===== src/shared/sis_pkg.sv =====
// Shared constants and state types for the flag, immediate-write and side-set executor.
package sis_pkg;

  // ****************************************************************
  // Register map, byte addresses on the AXI4-Lite port
  // ****************************************************************
  localparam int ADDR_W = 8;
  localparam logic [7:0] REG_CFG = 8'h00;
  localparam logic [7:0] REG_FLAGS = 8'h04;
  localparam logic [7:0] REG_MASK0 = 8'h08;
  localparam logic [7:0] REG_MASK1 = 8'h0c;
  localparam logic [7:0] REG_SCR_X = 8'h10;
  localparam logic [7:0] REG_SCR_Y = 8'h14;
  localparam logic [7:0] REG_STATUS = 8'h18;

  // ****************************************************************
  // Field positions inside the configuration and status words
  // ****************************************************************
  localparam int CFG_SSCNT_LSB = 0;
  localparam int CFG_SSEN_BIT = 3;
  localparam int CFG_SSDIR_BIT = 4;
  localparam int CFG_SSBASE_LSB = 8;
  localparam int CFG_SETBASE_LSB = 16;
  localparam int CFG_SETCNT_LSB = 21;
  localparam int CFG_SMNUM_LSB = 24;
  localparam int STS_STATE_LSB = 0;
  localparam int STS_DELAY_LSB = 4;
  localparam int STS_WAITIDX_LSB = 12;

  // ****************************************************************
  // Instruction encoding
  // ****************************************************************
  localparam int OPC_MSB = 15;
  localparam int OPC_LSB = 13;
  localparam int DS_MSB = 12;
  localparam int DS_LSB = 8;
  localparam int IRQ_ZERO_BIT = 7;
  localparam int IRQ_CLR_BIT = 6;
  localparam int IRQ_WAIT_BIT = 5;
  localparam int IRQ_REL_BIT = 4;
  localparam int DEST_MSB = 7;
  localparam int DEST_LSB = 5;
  localparam int DATA_MSB = 4;
  localparam logic [2:0] OPC_IRQ = 3'h6;
  localparam logic [2:0] OPC_SET = 3'h7;
  localparam logic [2:0] DST_PINS = 3'h0;
  localparam logic [2:0] DST_X = 3'h1;
  localparam logic [2:0] DST_Y = 3'h2;
  localparam logic [2:0] DST_PINDIRS = 3'h4;
  localparam logic [2:0] DS_BITS = 3'h5;
  localparam logic [4:0] DELAY_ONE = 5'h01;

  // ****************************************************************
  // Bus answers and reset values
  // ****************************************************************
  localparam logic [1:0] RESP_OKAY = 2'h0;
  localparam logic [1:0] RESP_SLVERR = 2'h2;
  localparam logic [31:0] WORD_ZERO = 32'h0000_0000;

  typedef enum logic [1:0] {ST_RUN, ST_WAIT, ST_DELAY} sis_state_t;

  typedef struct packed {
    sis_state_t state;
    logic [4:0] delay_cnt;
    logic [2:0] wait_idx;
    logic [7:0] flags;
    logic [31:0] scr_x;
    logic [31:0] scr_y;
    logic [31:0] pin_lvl;
    logic [31:0] pin_dir;
    logic [2:0] sideset_bit_count;
    logic sideset_enable_option;
    logic sideset_direction_select;
    logic [4:0] sideset_first_gpio;
    logic [4:0] set_first_gpio;
    logic [2:0] set_pin_count;
    logic [1:0] sm_number;
    logic [3:0] irq_line0_enable_mask;
    logic [3:0] irq_line1_enable_mask;
    logic aw_held;
    logic [7:0] aw_addr;
    logic w_held;
    logic [31:0] w_data;
    logic [3:0] w_strb;
    logic bvalid;
    logic [1:0] bresp;
    logic rvalid;
    logic [31:0] rdata;
    logic [1:0] rresp;
  } sis_regs_t;

endpackage


===== src/rtl/sis_exec.sv =====
// Flag, immediate-write and side-set executor with its AXI4-Lite registers.
// Function
// - Clear bit zero raises flag, one lowers it.
// - Clear set means Wait is ignored.
// - Raise with Wait stalls until flag drops.
// - Low three index bits pick flag 0-7.
// - Relative index adds machine number modulo four.
// - Flags 0-3 route to two masked lines.
// - Delay counting starts after the wait ends.
// - Opcode 111 marks immediate write; fixed fields.
// - Destination codes pick pins, X, Y, directions.
// - Scratch write loads five bits, zeroes rest.
// - Immediate operand is five bits, 0-31.
// - Immediate pin mapping separate from shift-out mapping.
// - Side-set drives up to five pins concurrently.
// - Side-set wins over shift-out or immediate write.
// - Side-set acts at once even when stalling.
// - Count gives side-set bits; rest is delay.
// - Enable option makes top bit per-instruction enable.
// - First GPIO gets lowest side-set bit, ascending.
// - Direction select picks levels or output enables.
`timescale 1ns/10ps
module sis_exec (
  // Clock, reset and clock enable
  input wire logic aclk,
  input wire logic aresetn,
  input wire logic ce,
  // AXI4-Lite write address
  input wire logic [7:0] s_axi_awaddr,
  input wire logic [2:0] s_axi_awprot,
  input wire logic s_axi_awvalid,
  output logic s_axi_awready,
  // AXI4-Lite write data
  input wire logic [31:0] s_axi_wdata,
  input wire logic [3:0] s_axi_wstrb,
  input wire logic s_axi_wvalid,
  output logic s_axi_wready,
  // AXI4-Lite write response
  output logic [1:0] s_axi_bresp,
  output logic s_axi_bvalid,
  input wire logic s_axi_bready,
  // AXI4-Lite read address
  input wire logic [7:0] s_axi_araddr,
  input wire logic [2:0] s_axi_arprot,
  input wire logic s_axi_arvalid,
  output logic s_axi_arready,
  // AXI4-Lite read data
  output logic [31:0] s_axi_rdata,
  output logic [1:0] s_axi_rresp,
  output logic s_axi_rvalid,
  input wire logic s_axi_rready,
  // Instruction stream from the fetch stage
  input wire logic [15:0] instr,
  input wire logic instr_valid,
  output logic instr_ready,
  output logic sm_stalled,
  // Pin writes from the shift-out unit, already mapped
  input wire logic [31:0] out_lvl_data,
  input wire logic [31:0] out_lvl_mask,
  input wire logic [31:0] out_dir_data,
  input wire logic [31:0] out_dir_mask,
  // GPIO levels and directions
  output logic [31:0] pin_out,
  output logic [31:0] pin_oe,
  // Flags shared with sibling state machines
  input wire logic [7:0] flag_set_in,
  input wire logic [7:0] flag_clr_in,
  output logic [7:0] flag_state,
  // System interrupt request lines
  output logic irq_req0,
  output logic irq_req1,
  // Scratch registers toward the rest of the machine
  output logic [31:0] scratch_x,
  output logic [31:0] scratch_y
);

  // ****************************************************************
  // Helpers
  // ****************************************************************
  function automatic logic [31:0] low_mask(input logic [5:0] n);
    logic [32:0] t;
    t = (33'h1 << n) - 33'h1;
    return t[31:0];
  endfunction

  function automatic logic [31:0] rotl32(input logic [31:0] x,
                                         input logic [4:0] sh);
    logic [63:0] t;
    t = {x, x} << sh;
    return t[63:32];
  endfunction

  function automatic logic [31:0] merge_strb(input logic [31:0] old,
                                             input logic [31:0] nw,
                                             input logic [3:0] strb);
    logic [31:0] res;
    res = old;
    for (int i = 0; i < 4; i++)
    begin
      if (strb[i])
      begin
        res[i*8 +: 8] = nw[i*8 +: 8];
      end
    end
    return res;
  endfunction

  sis_pkg::sis_regs_t r;
  sis_pkg::sis_regs_t next_r;

  logic accept;
  logic [2:0] opc;
  logic [4:0] ds_field;
  logic [2:0] delay_w;
  logic [2:0] ss_w;
  logic ss_on;
  logic [4:0] ss_val;
  logic [4:0] delay_val;
  logic [31:0] ss_mask;
  logic [31:0] ss_data;
  logic [2:0] flag_idx;
  logic [1:0] rel_sum;
  logic [7:0] set_hits;
  logic [7:0] clr_hits;
  logic is_flag;
  logic flag_wait;
  logic is_imm;
  logic [2:0] imm_dest;
  logic [31:0] imm_mask;
  logic [31:0] imm_data;
  logic aw_hs;
  logic w_hs;
  logic ar_hs;
  logic do_write;
  logic [7:0] wr_addr;
  logic [31:0] wr_data;
  logic [3:0] wr_strb;
  logic [31:0] cfg_word;
  logic [31:0] sts_word;
  logic [31:0] cfg_new;
  logic [7:0] bus_clr;

  assign s_axi_awready = ce && !r.aw_held && !r.bvalid;
  assign s_axi_wready = ce && !r.w_held && !r.bvalid;
  assign s_axi_arready = ce && !r.rvalid;
  assign s_axi_bvalid = r.bvalid;
  assign s_axi_bresp = r.bresp;
  assign s_axi_rvalid = r.rvalid;
  assign s_axi_rdata = r.rdata;
  assign s_axi_rresp = r.rresp;
  assign instr_ready = ce && (r.state == sis_pkg::ST_RUN);
  assign sm_stalled = (r.state != sis_pkg::ST_RUN);
  assign pin_out = r.pin_lvl;
  assign pin_oe = r.pin_dir;
  assign flag_state = r.flags;
  assign scratch_x = r.scr_x;
  assign scratch_y = r.scr_y;
  // Flags 4-7 never reach the interrupt lines.
  assign irq_req0 = |(r.flags[3:0] & r.irq_line0_enable_mask);
  assign irq_req1 = |(r.flags[3:0] & r.irq_line1_enable_mask);

  // ****************************************************************
  // Register views
  // ****************************************************************
  always_comb
  begin
    cfg_word = sis_pkg::WORD_ZERO;
    cfg_word[sis_pkg::CFG_SSCNT_LSB +: 3] = r.sideset_bit_count;
    cfg_word[sis_pkg::CFG_SSEN_BIT] = r.sideset_enable_option;
    cfg_word[sis_pkg::CFG_SSDIR_BIT] = r.sideset_direction_select;
    cfg_word[sis_pkg::CFG_SSBASE_LSB +: 5] = r.sideset_first_gpio;
    cfg_word[sis_pkg::CFG_SETBASE_LSB +: 5] = r.set_first_gpio;
    cfg_word[sis_pkg::CFG_SETCNT_LSB +: 3] = r.set_pin_count;
    cfg_word[sis_pkg::CFG_SMNUM_LSB +: 2] = r.sm_number;
    sts_word = sis_pkg::WORD_ZERO;
    sts_word[sis_pkg::STS_STATE_LSB +: 2] = r.state;
    sts_word[sis_pkg::STS_DELAY_LSB +: 5] = r.delay_cnt;
    sts_word[sis_pkg::STS_WAITIDX_LSB +: 3] = r.wait_idx;
  end

  // ****************************************************************
  // Instruction decode
  // ****************************************************************
  always_comb
  begin
    accept = instr_valid && instr_ready;
    opc = instr[sis_pkg::OPC_MSB:sis_pkg::OPC_LSB];
    ds_field = instr[sis_pkg::DS_MSB:sis_pkg::DS_LSB];
    // The top count bits are side-set, the rest are delay.
    delay_w = sis_pkg::DS_BITS - r.sideset_bit_count;
    ss_val = ds_field >> delay_w;
    delay_val = ds_field & 5'(low_mask({3'h0, delay_w}));
    ss_w = r.sideset_bit_count;
    ss_on = (r.sideset_bit_count != 3'h0);
    if (r.sideset_enable_option && ss_on)
    begin
      ss_w = r.sideset_bit_count - 3'h1;
      ss_on = ds_field[sis_pkg::DS_MSB - sis_pkg::DS_LSB];
    end
    ss_val = ss_val & 5'(low_mask({3'h0, ss_w}));
    ss_mask = rotl32(low_mask({3'h0, ss_w}), r.sideset_first_gpio);
    ss_data = rotl32({27'h0, ss_val}, r.sideset_first_gpio);
    is_flag = (opc == sis_pkg::OPC_IRQ) && !instr[sis_pkg::IRQ_ZERO_BIT];
    flag_idx = instr[2:0];
    rel_sum = instr[1:0] + r.sm_number;
    if (instr[sis_pkg::IRQ_REL_BIT])
    begin
      flag_idx = {instr[2], rel_sum};
    end
    // A clearing flag op never waits.
    flag_wait = is_flag && instr[sis_pkg::IRQ_WAIT_BIT]
                && !instr[sis_pkg::IRQ_CLR_BIT];
    set_hits = flag_set_in;
    clr_hits = flag_clr_in;
    if (accept && is_flag && !instr[sis_pkg::IRQ_CLR_BIT])
    begin
      set_hits[flag_idx] = 1'b1;
    end
    if (accept && is_flag && instr[sis_pkg::IRQ_CLR_BIT])
    begin
      clr_hits[flag_idx] = 1'b1;
    end
    is_imm = (opc == sis_pkg::OPC_SET);
    imm_dest = instr[sis_pkg::DEST_MSB:sis_pkg::DEST_LSB];
    // The immediate path has its own base and width, apart from shift-out.
    imm_mask = rotl32(low_mask({3'h0, r.set_pin_count}),
                      r.set_first_gpio);
    imm_data = rotl32({27'h0, instr[sis_pkg::DATA_MSB:0]},
                      r.set_first_gpio);
  end

  // ****************************************************************
  // Bus write path
  // ****************************************************************
  always_comb
  begin
    aw_hs = s_axi_awvalid && s_axi_awready;
    w_hs = s_axi_wvalid && s_axi_wready;
    ar_hs = s_axi_arvalid && s_axi_arready;
    do_write = (r.aw_held || aw_hs) && (r.w_held || w_hs);
    wr_addr = r.aw_held ? r.aw_addr : s_axi_awaddr;
    wr_data = r.w_held ? r.w_data : s_axi_wdata;
    wr_strb = r.w_held ? r.w_strb : s_axi_wstrb;
    cfg_new = merge_strb(cfg_word, wr_data, wr_strb);
    bus_clr = 8'h00;
    if (do_write && (wr_addr == sis_pkg::REG_FLAGS) && wr_strb[0])
    begin
      bus_clr = wr_data[7:0];
    end
  end

  // ****************************************************************
  // Next state
  // ****************************************************************
  always_comb
  begin
    next_r = r;
    if (ce)
    begin
      // A flag raised in the cycle it is cleared stays raised.
      next_r.flags = (r.flags & ~(clr_hits | bus_clr)) | set_hits;

      case (r.state)
        sis_pkg::ST_RUN:
        begin
          if (accept && flag_wait)
          begin
            next_r.state = sis_pkg::ST_WAIT;
            next_r.wait_idx = flag_idx;
            next_r.delay_cnt = delay_val;
          end
          else if (accept && (delay_val != 5'h00))
          begin
            next_r.state = sis_pkg::ST_DELAY;
            next_r.delay_cnt = delay_val;
          end
        end
        sis_pkg::ST_WAIT:
        begin
          if (!r.flags[r.wait_idx])
          begin
            next_r.state = (r.delay_cnt != 5'h00) ? sis_pkg::ST_DELAY
                                                  : sis_pkg::ST_RUN;
          end
        end
        sis_pkg::ST_DELAY:
        begin
          next_r.delay_cnt = r.delay_cnt - sis_pkg::DELAY_ONE;
          if (r.delay_cnt == sis_pkg::DELAY_ONE)
          begin
            next_r.state = sis_pkg::ST_RUN;
          end
        end
        default:
        begin
          next_r.state = sis_pkg::ST_RUN;
        end
      endcase

      // Pin writes land in priority order: shift-out, immediate, side-set.
      next_r.pin_lvl = (r.pin_lvl & ~out_lvl_mask) | (out_lvl_data & out_lvl_mask);
      next_r.pin_dir = (r.pin_dir & ~out_dir_mask) | (out_dir_data & out_dir_mask);
      if (accept && is_imm)
      begin
        case (imm_dest)
          sis_pkg::DST_PINS:
          begin
            next_r.pin_lvl = (next_r.pin_lvl & ~imm_mask)
                             | (imm_data & imm_mask);
          end
          sis_pkg::DST_X:
          begin
            next_r.scr_x = {27'h0, instr[sis_pkg::DATA_MSB:0]};
          end
          sis_pkg::DST_Y:
          begin
            next_r.scr_y = {27'h0, instr[sis_pkg::DATA_MSB:0]};
          end
          sis_pkg::DST_PINDIRS:
          begin
            next_r.pin_dir = (next_r.pin_dir & ~imm_mask)
                             | (imm_data & imm_mask);
          end
          default:
          begin
            next_r.scr_x = r.scr_x;
          end
        endcase
      end
      // Side-set is applied on acceptance, so a stall that follows cannot
      // hold it back; it is written last so it overrides other writers.
      if (accept && ss_on)
      begin
        if (r.sideset_direction_select)
        begin
          next_r.pin_dir = (next_r.pin_dir & ~ss_mask)
                           | (ss_data & ss_mask);
        end
        else
        begin
          next_r.pin_lvl = (next_r.pin_lvl & ~ss_mask)
                           | (ss_data & ss_mask);
        end
      end

      // AXI4-Lite write channel capture and response.
      if (aw_hs && !do_write)
      begin
        next_r.aw_held = 1'b1;
        next_r.aw_addr = s_axi_awaddr;
      end
      if (w_hs && !do_write)
      begin
        next_r.w_held = 1'b1;
        next_r.w_data = s_axi_wdata;
        next_r.w_strb = s_axi_wstrb;
      end
      if (r.bvalid && s_axi_bready)
      begin
        next_r.bvalid = 1'b0;
      end
      if (do_write)
      begin
        next_r.aw_held = 1'b0;
        next_r.w_held = 1'b0;
        next_r.bvalid = 1'b1;
        next_r.bresp = sis_pkg::RESP_OKAY;
        case (wr_addr)
          sis_pkg::REG_CFG:
          begin
            // Counts above five would reach into the opcode, so they clamp.
            next_r.sideset_bit_count = cfg_new[sis_pkg::CFG_SSCNT_LSB +: 3];
            if (cfg_new[sis_pkg::CFG_SSCNT_LSB +: 3] > sis_pkg::DS_BITS)
            begin
              next_r.sideset_bit_count = sis_pkg::DS_BITS;
            end
            next_r.sideset_enable_option = cfg_new[sis_pkg::CFG_SSEN_BIT];
            next_r.sideset_direction_select = cfg_new[sis_pkg::CFG_SSDIR_BIT];
            next_r.sideset_first_gpio = cfg_new[sis_pkg::CFG_SSBASE_LSB +: 5];
            next_r.set_first_gpio = cfg_new[sis_pkg::CFG_SETBASE_LSB +: 5];
            next_r.set_pin_count = cfg_new[sis_pkg::CFG_SETCNT_LSB +: 3];
            if (cfg_new[sis_pkg::CFG_SETCNT_LSB +: 3] > sis_pkg::DS_BITS)
            begin
              next_r.set_pin_count = sis_pkg::DS_BITS;
            end
            next_r.sm_number = cfg_new[sis_pkg::CFG_SMNUM_LSB +: 2];
          end
          sis_pkg::REG_FLAGS:
          begin
            next_r.bresp = sis_pkg::RESP_OKAY;
          end
          sis_pkg::REG_MASK0:
          begin
            if (wr_strb[0])
            begin
              next_r.irq_line0_enable_mask = wr_data[3:0];
            end
          end
          sis_pkg::REG_MASK1:
          begin
            if (wr_strb[0])
            begin
              next_r.irq_line1_enable_mask = wr_data[3:0];
            end
          end
          default:
          begin
            next_r.bresp = sis_pkg::RESP_SLVERR;
          end
        endcase
      end

      // AXI4-Lite read channel.
      if (r.rvalid && s_axi_rready)
      begin
        next_r.rvalid = 1'b0;
      end
      if (ar_hs)
      begin
        next_r.rvalid = 1'b1;
        next_r.rresp = sis_pkg::RESP_OKAY;
        case (s_axi_araddr)
          sis_pkg::REG_CFG: next_r.rdata = cfg_word;
          sis_pkg::REG_FLAGS: next_r.rdata = {24'h0, r.flags};
          sis_pkg::REG_MASK0: next_r.rdata = {28'h0, r.irq_line0_enable_mask};
          sis_pkg::REG_MASK1: next_r.rdata = {28'h0, r.irq_line1_enable_mask};
          sis_pkg::REG_SCR_X: next_r.rdata = r.scr_x;
          sis_pkg::REG_SCR_Y: next_r.rdata = r.scr_y;
          sis_pkg::REG_STATUS: next_r.rdata = sts_word;
          default:
          begin
            next_r.rdata = sis_pkg::WORD_ZERO;
            next_r.rresp = sis_pkg::RESP_SLVERR;
          end
        endcase
      end
    end
  end

  // ****************************************************************
  // State register
  // ****************************************************************
  always_ff @(posedge aclk)
  begin
    if (!aresetn)
    begin
      // Every field resets to zero; the idle state is encoded as zero.
      r <= '0;
    end
    else
    begin
      r <= next_r;
    end
  end

endmodule


===== config.mk =====
export PLATFORM = sky130hd
export DESIGN_NAME = sis_exec
export DESIGN_NICKNAME = d
export VERILOG_FILES = /design/src/shared/sis_pkg.sv /design/src/rtl/sis_exec.sv
export SDC_FILE = /design/constraint.sdc
export NUM_CORES = 1
export LEC_CHECK = 0
export CAP_MARGIN = 20
export CORE_MARGIN = 3
export CORE_UTILIZATION = 40
export CTS_CLUSTER_SIZE = 14
export DETAILED_ROUTE_END_ITERATION = 6
export DONT_BUFFER_PORTS = 1
export PLACE_DENSITY = 0.52
export SKIP_LAST_GASP = 1
export SLEW_MARGIN = 30
export SYNTH_ARGS = -nofsm -noshare
export SYNTH_HDL_FRONTEND = slang
export SYNTH_SLANG_ARGS = --single-unit

===== constraint.sdc =====
create_clock -name aclk -period 7.66 [get_ports aclk]
set_input_delay 0.766 -clock aclk [delete_from_list [all_inputs] [get_ports aclk]]
set_output_delay 0.766 -clock aclk [all_outputs]
set_load 0.05 [all_outputs]

==> flow_metrics.env, run 1 <==
export IMPL_outcome="finished, final reports clean"
export IMPL_min_period_over_period_pct=77.92
export IMPL_power_density_mw_per_mm2=145.3
export IMPL_antenna_found_initial=0
export IMPL_relSlewSlack_pct=27.65
export IMPL_cp_required_ns=8.06
export IMPL_slowest_stage="dfxtp_1"
export IMPL_synth_edff_count=0
export IMPL_ys_types=103
export IMPL_period_minus_slack_ns=5.969
export IMPL_cp_start_kind="flip-flop"
export IMPL_cp_cell_sequence="inv_1 > ha_1 > and2_1 > a221o_1 > and4_1 > inv_2 > ha_1 > inv_1 > nor2_1 > nand3_1 > and4_4 > nor4_4 > a211oi_2 > or4_1 > a32o_1"
export IMPL_place_inst=2576
export IMPL_finalHoldViolCount=0
export IMPL_core_area_mm2=0.04148
export IMPL_finalSetupTns_ns=0
export IMPL_dp_hpwl_um=56300
export IMPL_clk_pin_slew_worst_paths_ns=0.08
export IMPL_layout_drive_gt1_share_pct=8.141
export IMPL_ys_flop_type="dfxtp_1"
export IMPL_preCtsSetupSlack_ns=1.836
export IMPL_fin_cells=2609
export IMPL_grt_total_usage_pct=31.99
export IMPL_cts_tree="done"
export IMPL_ioPinCount=408
export IMPL_path_class="reg -> reg"
export IMPL_min_path_type="in -> reg"
export IMPL_root_buffer="clkbuf_16"
export IMPL_fill_cells=4419
export IMPL_ys_warnings_count=0
export IMPL_avgRoutedWirePerCell_um=28.66
export IMPL_firstDrtPassIters=6
export IMPL_final_cell_mix="nand2_1, nor2_1, dfxtp_1, a21oi_1, o21ai_0"
export IMPL_cts_buffers=17
export IMPL_vias_per_cell=6.673
export IMPL_finalWorstSetupSlack_ns=1.691
export IMPL_grt_pass1_wl_um=107800
export IMPL_htree_levels=4
export IMPL_finalSetupViolCount=0
export IMPL_initial_utilization_pct=41.09
export IMPL_cts_resized=0
export IMPL_crit_family="simple AND/OR/NAND/NOR gates"
export IMPL_final_common_cell="nand2_1"
export IMPL_routed_wl_um=74770
export IMPL_cts_hold_buf=0
export IMPL_syn_area_mm2=0.01704
export IMPL_critPathMaxFanout=18
export IMPL_rsz0062_at_grt="no"
export IMPL_grt_pass1_vias=16170
export IMPL_clock_skew_ns=0.01905
export IMPL_insertion_delay_ns=0.51
export IMPL_max_freq_mhz=167.5
export IMPL_die_y_um=212.4
export IMPL_clockBufferDepth=2
export IMPL_power_mw=2.449
export IMPL_ys_seq_elements=187
export IMPL_portBuffers=0
export IMPL_cap_violations=0
export IMPL_async_reset_ff_share_pct=0
export IMPL_synth_cells=2302
export IMPL_routabilityCongestion=0.9816
export IMPL_avgSynthCellArea_um2=7.403
export IMPL_grt_max_degree=85
export IMPL_max_slew_worst_pin_slew_ns=1.081
export IMPL_antenna_left=0
export IMPL_crit_arrival_ns=6.37
export IMPL_cts_setup_buffers=0
export IMPL_vias=17410
export IMPL_drc=0
export IMPL_die_w_um=212.4
export IMPL_synthToLayoutAreaGrowth_pct=-1.094
export IMPL_nets=2304
export IMPL_std_cell_rows=74
export IMPL_endpoint_kind="flip-flop"
export IMPL_grt_overflow=0
export IMPL_cts_sinks=187
export IMPL_die_area_mm2=0.04512
export IMPL_leakage_nw=5.710
export IMPL_seq_area_frac_synth_pct=21.97
export IMPL_critPathBufInv=3
export IMPL_drt_iter0_drc=1851
export IMPL_slowest_delay_ns=0.82
export IMPL_slew_violations=0
export IMPL_ir_drop_mv=0.1881
[per-layer routing]
layer  track usage [%]  vias to the layer above  share of wire (%)
met1             40.21                     8361                 40
met5                 0                        -                  0
met3             9.695                      157                 10
met2             50.41                      954                 45
li1                  -                     7937                  -
met4             14.73                        0                4.7
[sequential cells by signal (all words and copies together) (netlist names)]
name          cells
r                55
pin_oe           32
pin_out          32
s_axi_rdata      26
cfg_word         20
flag_state        8
scratch_x         5
scratch_y         5
s_axi_bresp       1
s_axi_bvalid      1
s_axi_rresp       1
s_axi_rvalid      1
[final cells by class]
| type | instances | area (um2) | share of cell area [%] |
|---|---|---|---|
| inverter | 41 | 156.4 | 0.9278 |
| antenna | 1 | 2.502 | 0.01485 |
| clock buffer | 19 | 464.2 | 2.754 |
| multi-input combinational | 1784 | 11430 | 67.81 |
| tap | 532 | 665.6 | 3.949 |
| timing repair buffer | 32 | 240.2 | 1.425 |
| sequential | 187 | 3751 | 22.25 |
| clock inverter | 13 | 146.4 | 0.8685 |
[power breakdown]
group | internal (mW) | switching, mW
Combinational | 0.110 | 0.226
Clock | 0.464 | 0.501
Sequential | 1.01 | 0.141
Total | 1.58 | 0.867
[cell families (layout without fill, tap and decap cells)]
kind of cell    after synthesis  in the layout  synth area share (%)
buf+inv                     386            105                 12.57
simple gates                747            747                 21.06
xor+xnor                      9              9                0.5432
fa+ha+maj                    14             14                 1.028
mux                         164            164                 10.62
compound gates              794            794                 32.20
flops                       187            187                 21.97
other cells                   1             57               0.02200
[cell usage after synthesis, types with 12 or more instances]
library cell | n | share of area, %
a211oi_1 | 66 | 2.9
and3_1 | 13 | 0.48
a221oi_1 | 16 | 0.82
a31oi_1 | 34 | 1.2
buf_1 | 19 | 0.42
a22oi_1 | 48 | 2.1
o311ai_0 | 12 | 0.62
mux2i_1 | 123 | 7.2
buf_2 | 16 | 0.47
o221ai_1 | 23 | 1.2
o21ai_0 | 138 | 4.1
nor4_1 | 12 | 0.44
o22ai_1 | 28 | 1.0
a21oi_1 | 168 | 4.9
nand3_1 | 36 | 1.1
nor3b_1 | 13 | 0.57
mux2_2 | 30 | 2.0
dfxtp_1 | 187 | 22
nor2_1 | 228 | 5.0
clkbuf_1 | 132 | 2.9
and2_1 | 23 | 0.84
o211ai_1 | 36 | 1.6
inv_1 | 35 | 0.77
a2bb2oi_1 | 12 | 0.62
nand2b_1 | 30 | 1.1
ha_1 | 14 | 1.0
nor3_1 | 43 | 1.3
or3_1 | 15 | 0.55
a32oi_1 | 14 | 0.72
buf_4 | 175 | 7.7
a22o_1 | 12 | 0.62
a311oi_1 | 14 | 0.72
o32ai_1 | 26 | 1.3
nor2b_1 | 22 | 0.81
nand2_1 | 241 | 5.3
o31ai_1 | 30 | 1.3
[metrics by stage]
| stage | cell area, um2 | hold WS, ns | util, % |
|---|---|---|---|
| after floorplan | 17250 | 0.4329 | - |
| after global placement | 16210 | 0.4389 | 39.07 |
| after detailed placement | 16230 | 0.4451 | 39.13 |
| after CTS | 16840 | 0.3707 | 40.60 |
| after global routing | 16850 | 0.3857 | 40.63 |
| final | 16860 | 0.3816 | 40.64 |
[worst reg2reg max path, stage by stage, from the launching register on]
cell	delay (ns)
dfxtp_1	0.82
inv_1	0.25
ha_1	0.42
and2_1	0.21
a221o_1	0.40
and4_1	0.32
inv_2	0.12
ha_1	0.61
inv_1	0.31
nor2_1	0.23
nand3_1	0.44
and4_4	0.38
nor4_4	0.43
a211oi_2	0.16
or4_1	0.49
a32o_1	0.26
[worst paths after layout]
| kind | cells past startpoint | endpoint | startpoint | slack [ns] |
|---|---|---|---|---|
| setup / recovery | 15 | pin_out[16] | cfg_word[1] | 1.69 |
| hold / removal | 2 | r[44] | s_axi_wdata[2] | 0.38 |
| setup reg to reg | 15 | pin_out[16] | cfg_word[1] | 1.69 |
| hold reg to reg | 2 | r[49] | r[49] | 0.45 |
Power figures use the tool's default switching activity.
==> inputs of run 2 (changes only) <==
==> constraint.sdc (replaced) <==
create_clock -name aclk -period 5.85 [get_ports aclk]
set_input_delay 0.585 -clock aclk [delete_from_list [all_inputs] [get_ports aclk]]
set_output_delay 0.585 -clock aclk [all_outputs]
set_load 0.05 [all_outputs]
==> flow_metrics.env, run 2 (synthesis gave the netlist of run 1 again) <==
export IMPL_hold_depth=2
export IMPL_fin_area_mm2=0.01691
export IMPL_period_minus_slack_ns=4.916
export IMPL_dp_hpwl_um=57050
export IMPL_max_slew_worst_pin_slew_ns=1.041
export IMPL_endpoint_kind="flip-flop"
export IMPL_finalHoldViolCount=0
export IMPL_cts_buffers=17
export IMPL_power_mw=3.187
export IMPL_rr_worst_depth=14
export IMPL_crit_arrival_ns=5.33
export IMPL_placed_cell_area_mm2=0.01630
export IMPL_cts_hold_buf=0
export IMPL_portBuffers=0
export IMPL_core_area_mm2=0.04148
export IMPL_grt_pass1_wl_um=110200
export IMPL_min_period_over_period_pct=84.03
export IMPL_largest_reg_flops=55
export IMPL_drt_iter0_drc=2157
export IMPL_cts_setup_buffers=0
export IMPL_insertion_delay_ns=0.51
export IMPL_initial_utilization_pct=41.09
export IMPL_outcome="finished, final reports clean"
export IMPL_cap_violations=0
export IMPL_worstHoldEndpoint="r[62]"
export IMPL_critPathMaxFanout=17
export IMPL_clockBufferDepth=2
export IMPL_max_freq_mhz=203.4
export IMPL_slew_violations=0
export IMPL_rsz0062_at_grt="no"
export IMPL_r2r_start="cfg_word[0]"
export IMPL_power_density_mw_per_mm2=188.5
export IMPL_die_area_mm2=0.04512
export IMPL_nets=2316
export IMPL_min_from="s_axi_wdata[20]"
export IMPL_avgRoutedWirePerCell_um=29.06
export IMPL_finalSetupTns_ns=0
export IMPL_vias=17750
export IMPL_grt_pass1_vias=16450
export IMPL_vias_per_cell=6.776
export IMPL_num_antenna_cells=0
export IMPL_path_class="reg -> reg"
export IMPL_ioPinCount=408
export IMPL_cts_resized=0
export IMPL_cts_tree="done"
export IMPL_final_common_cell="nand2_1"
export IMPL_cts_sinks=187
export IMPL_min_path_type="in -> reg"
export IMPL_root_buffer="clkbuf_16"
export IMPL_die_y_um=212.4
export IMPL_die_w_um=212.4
export IMPL_timing_rr_end="pin_out[3]"
export IMPL_drc=0
export IMPL_grt_overflow=0
export IMPL_finalSetupViolCount=0
export IMPL_synthToLayoutAreaGrowth_pct=-0.8074
export IMPL_routed_wl_um=76140
export IMPL_clock_skew_ns=0.01623
export IMPL_top_register="r"
export IMPL_relSlewSlack_pct=28.62
export IMPL_ir_drop_mv=0.1920
export IMPL_clk_pin_slew_worst_paths_ns=0.08
export IMPL_final_cell_mix="nand2_1, nor2_1, dfxtp_1, a21oi_1, o21ai_0"
export IMPL_antenna_left=0
export IMPL_cp_required_ns=6.26
export IMPL_firstDrtPassIters=5
export IMPL_routabilityCongestion=0.9911
export IMPL_leakage_nw=5.756
export IMPL_r2r_slack_ns=0.93
export IMPL_grt_max_degree=92
export IMPL_layout_drive_gt1_share_pct=8.621
export IMPL_antenna_found_initial=0
export IMPL_cp_start_kind="flip-flop"
export IMPL_htree_levels=4
export IMPL_std_cell_rows=74
export IMPL_whs_ns=0.2081
export IMPL_grt_total_usage_pct=32.61
run 2: cell types whose count changed in the layout (fill, tap and decap cells not counted), sizes merged:
cell	previous run	this run
bufinv	0	1
buf	32	44
clkbuf	19	18
clkinv	7	6
diode	1	0
inv	46	47
run 2: worst max-delay path: stages (launching register included):
cell and delay [ns]:
dfxtp_1 0.35, inv_2 0.10, ha_1 0.38, and2_1 0.21
a221o_1 0.40, and4_1 0.35, inv_2 0.13, ha_1 0.59
nor2_1 0.18, mux2_2 0.34, a2111oi_2 0.68, nor3_1 0.11
a311oi_1 0.59, a2bb2oi_1 0.15, a311oi_1 0.26
run 2: report_power, final:
group | internal [mW] | leakage (nW) | switching [mW]
combinational | 0.143 | 3.94 | 0.294
clock | 0.606 | 0.286 | 0.638
sequential | 1.32 | 1.53 | 0.186
total | 2.07 | 5.76 | 1.12
run 2: layout make-up:
| type | count | area, um2 |
|---|---|---|
| inverters | 41 | 156.4 |
| fillers | 4363 | 24570 |
| flip-flops and latches | 187 | 3751 |
| well taps | 532 | 665.6 |
| repair buffers | 44 | 334.1 |
| clock inverters | 14 | 152.6 |
| multi-input cells | 1784 | 11420 |
| clock buffers | 18 | 429.2 |
run 2: per-stage QoR:
step | cells | worst slack, ns | utilization, %
CTS | 2619 | 1.000 | 40.70
detailed placement | 2587 | 1.026 | 39.29
global placement | 2587 | 1.039 | 39.25
global route | 2620 | 0.6309 | 40.75
floorplan | 2357 | 1.724 | -
finish | 2620 | 0.9342 | 40.75
run 2: worst max-delay path by stage:
stage	start	to	slack (ns)	depth (start not counted)
final	cfg_word[0]	pin_out[3]	0.93	14
after global placement	cfg_word[0]	pin_out[16]	1.04	16
after detailed placement	cfg_word[0]	pin_out[16]	1.03	16
after CTS	cfg_word[0]	pin_out[16]	1.00	16
after floorplan	cfg_word[0]	pin_out[16]	1.72	19
after global routing	cfg_word[0]	pin_out[29]	0.63	14
run 2: per-layer routing:
layer	track usage [%]	up-vias	wire length, um
li1	-	7957	-
met2	49.94	1075	33780
met1	43.20	8564	31200
met5	0	-	0
met3	7.216	156	7312
met4	16.52	0	3847
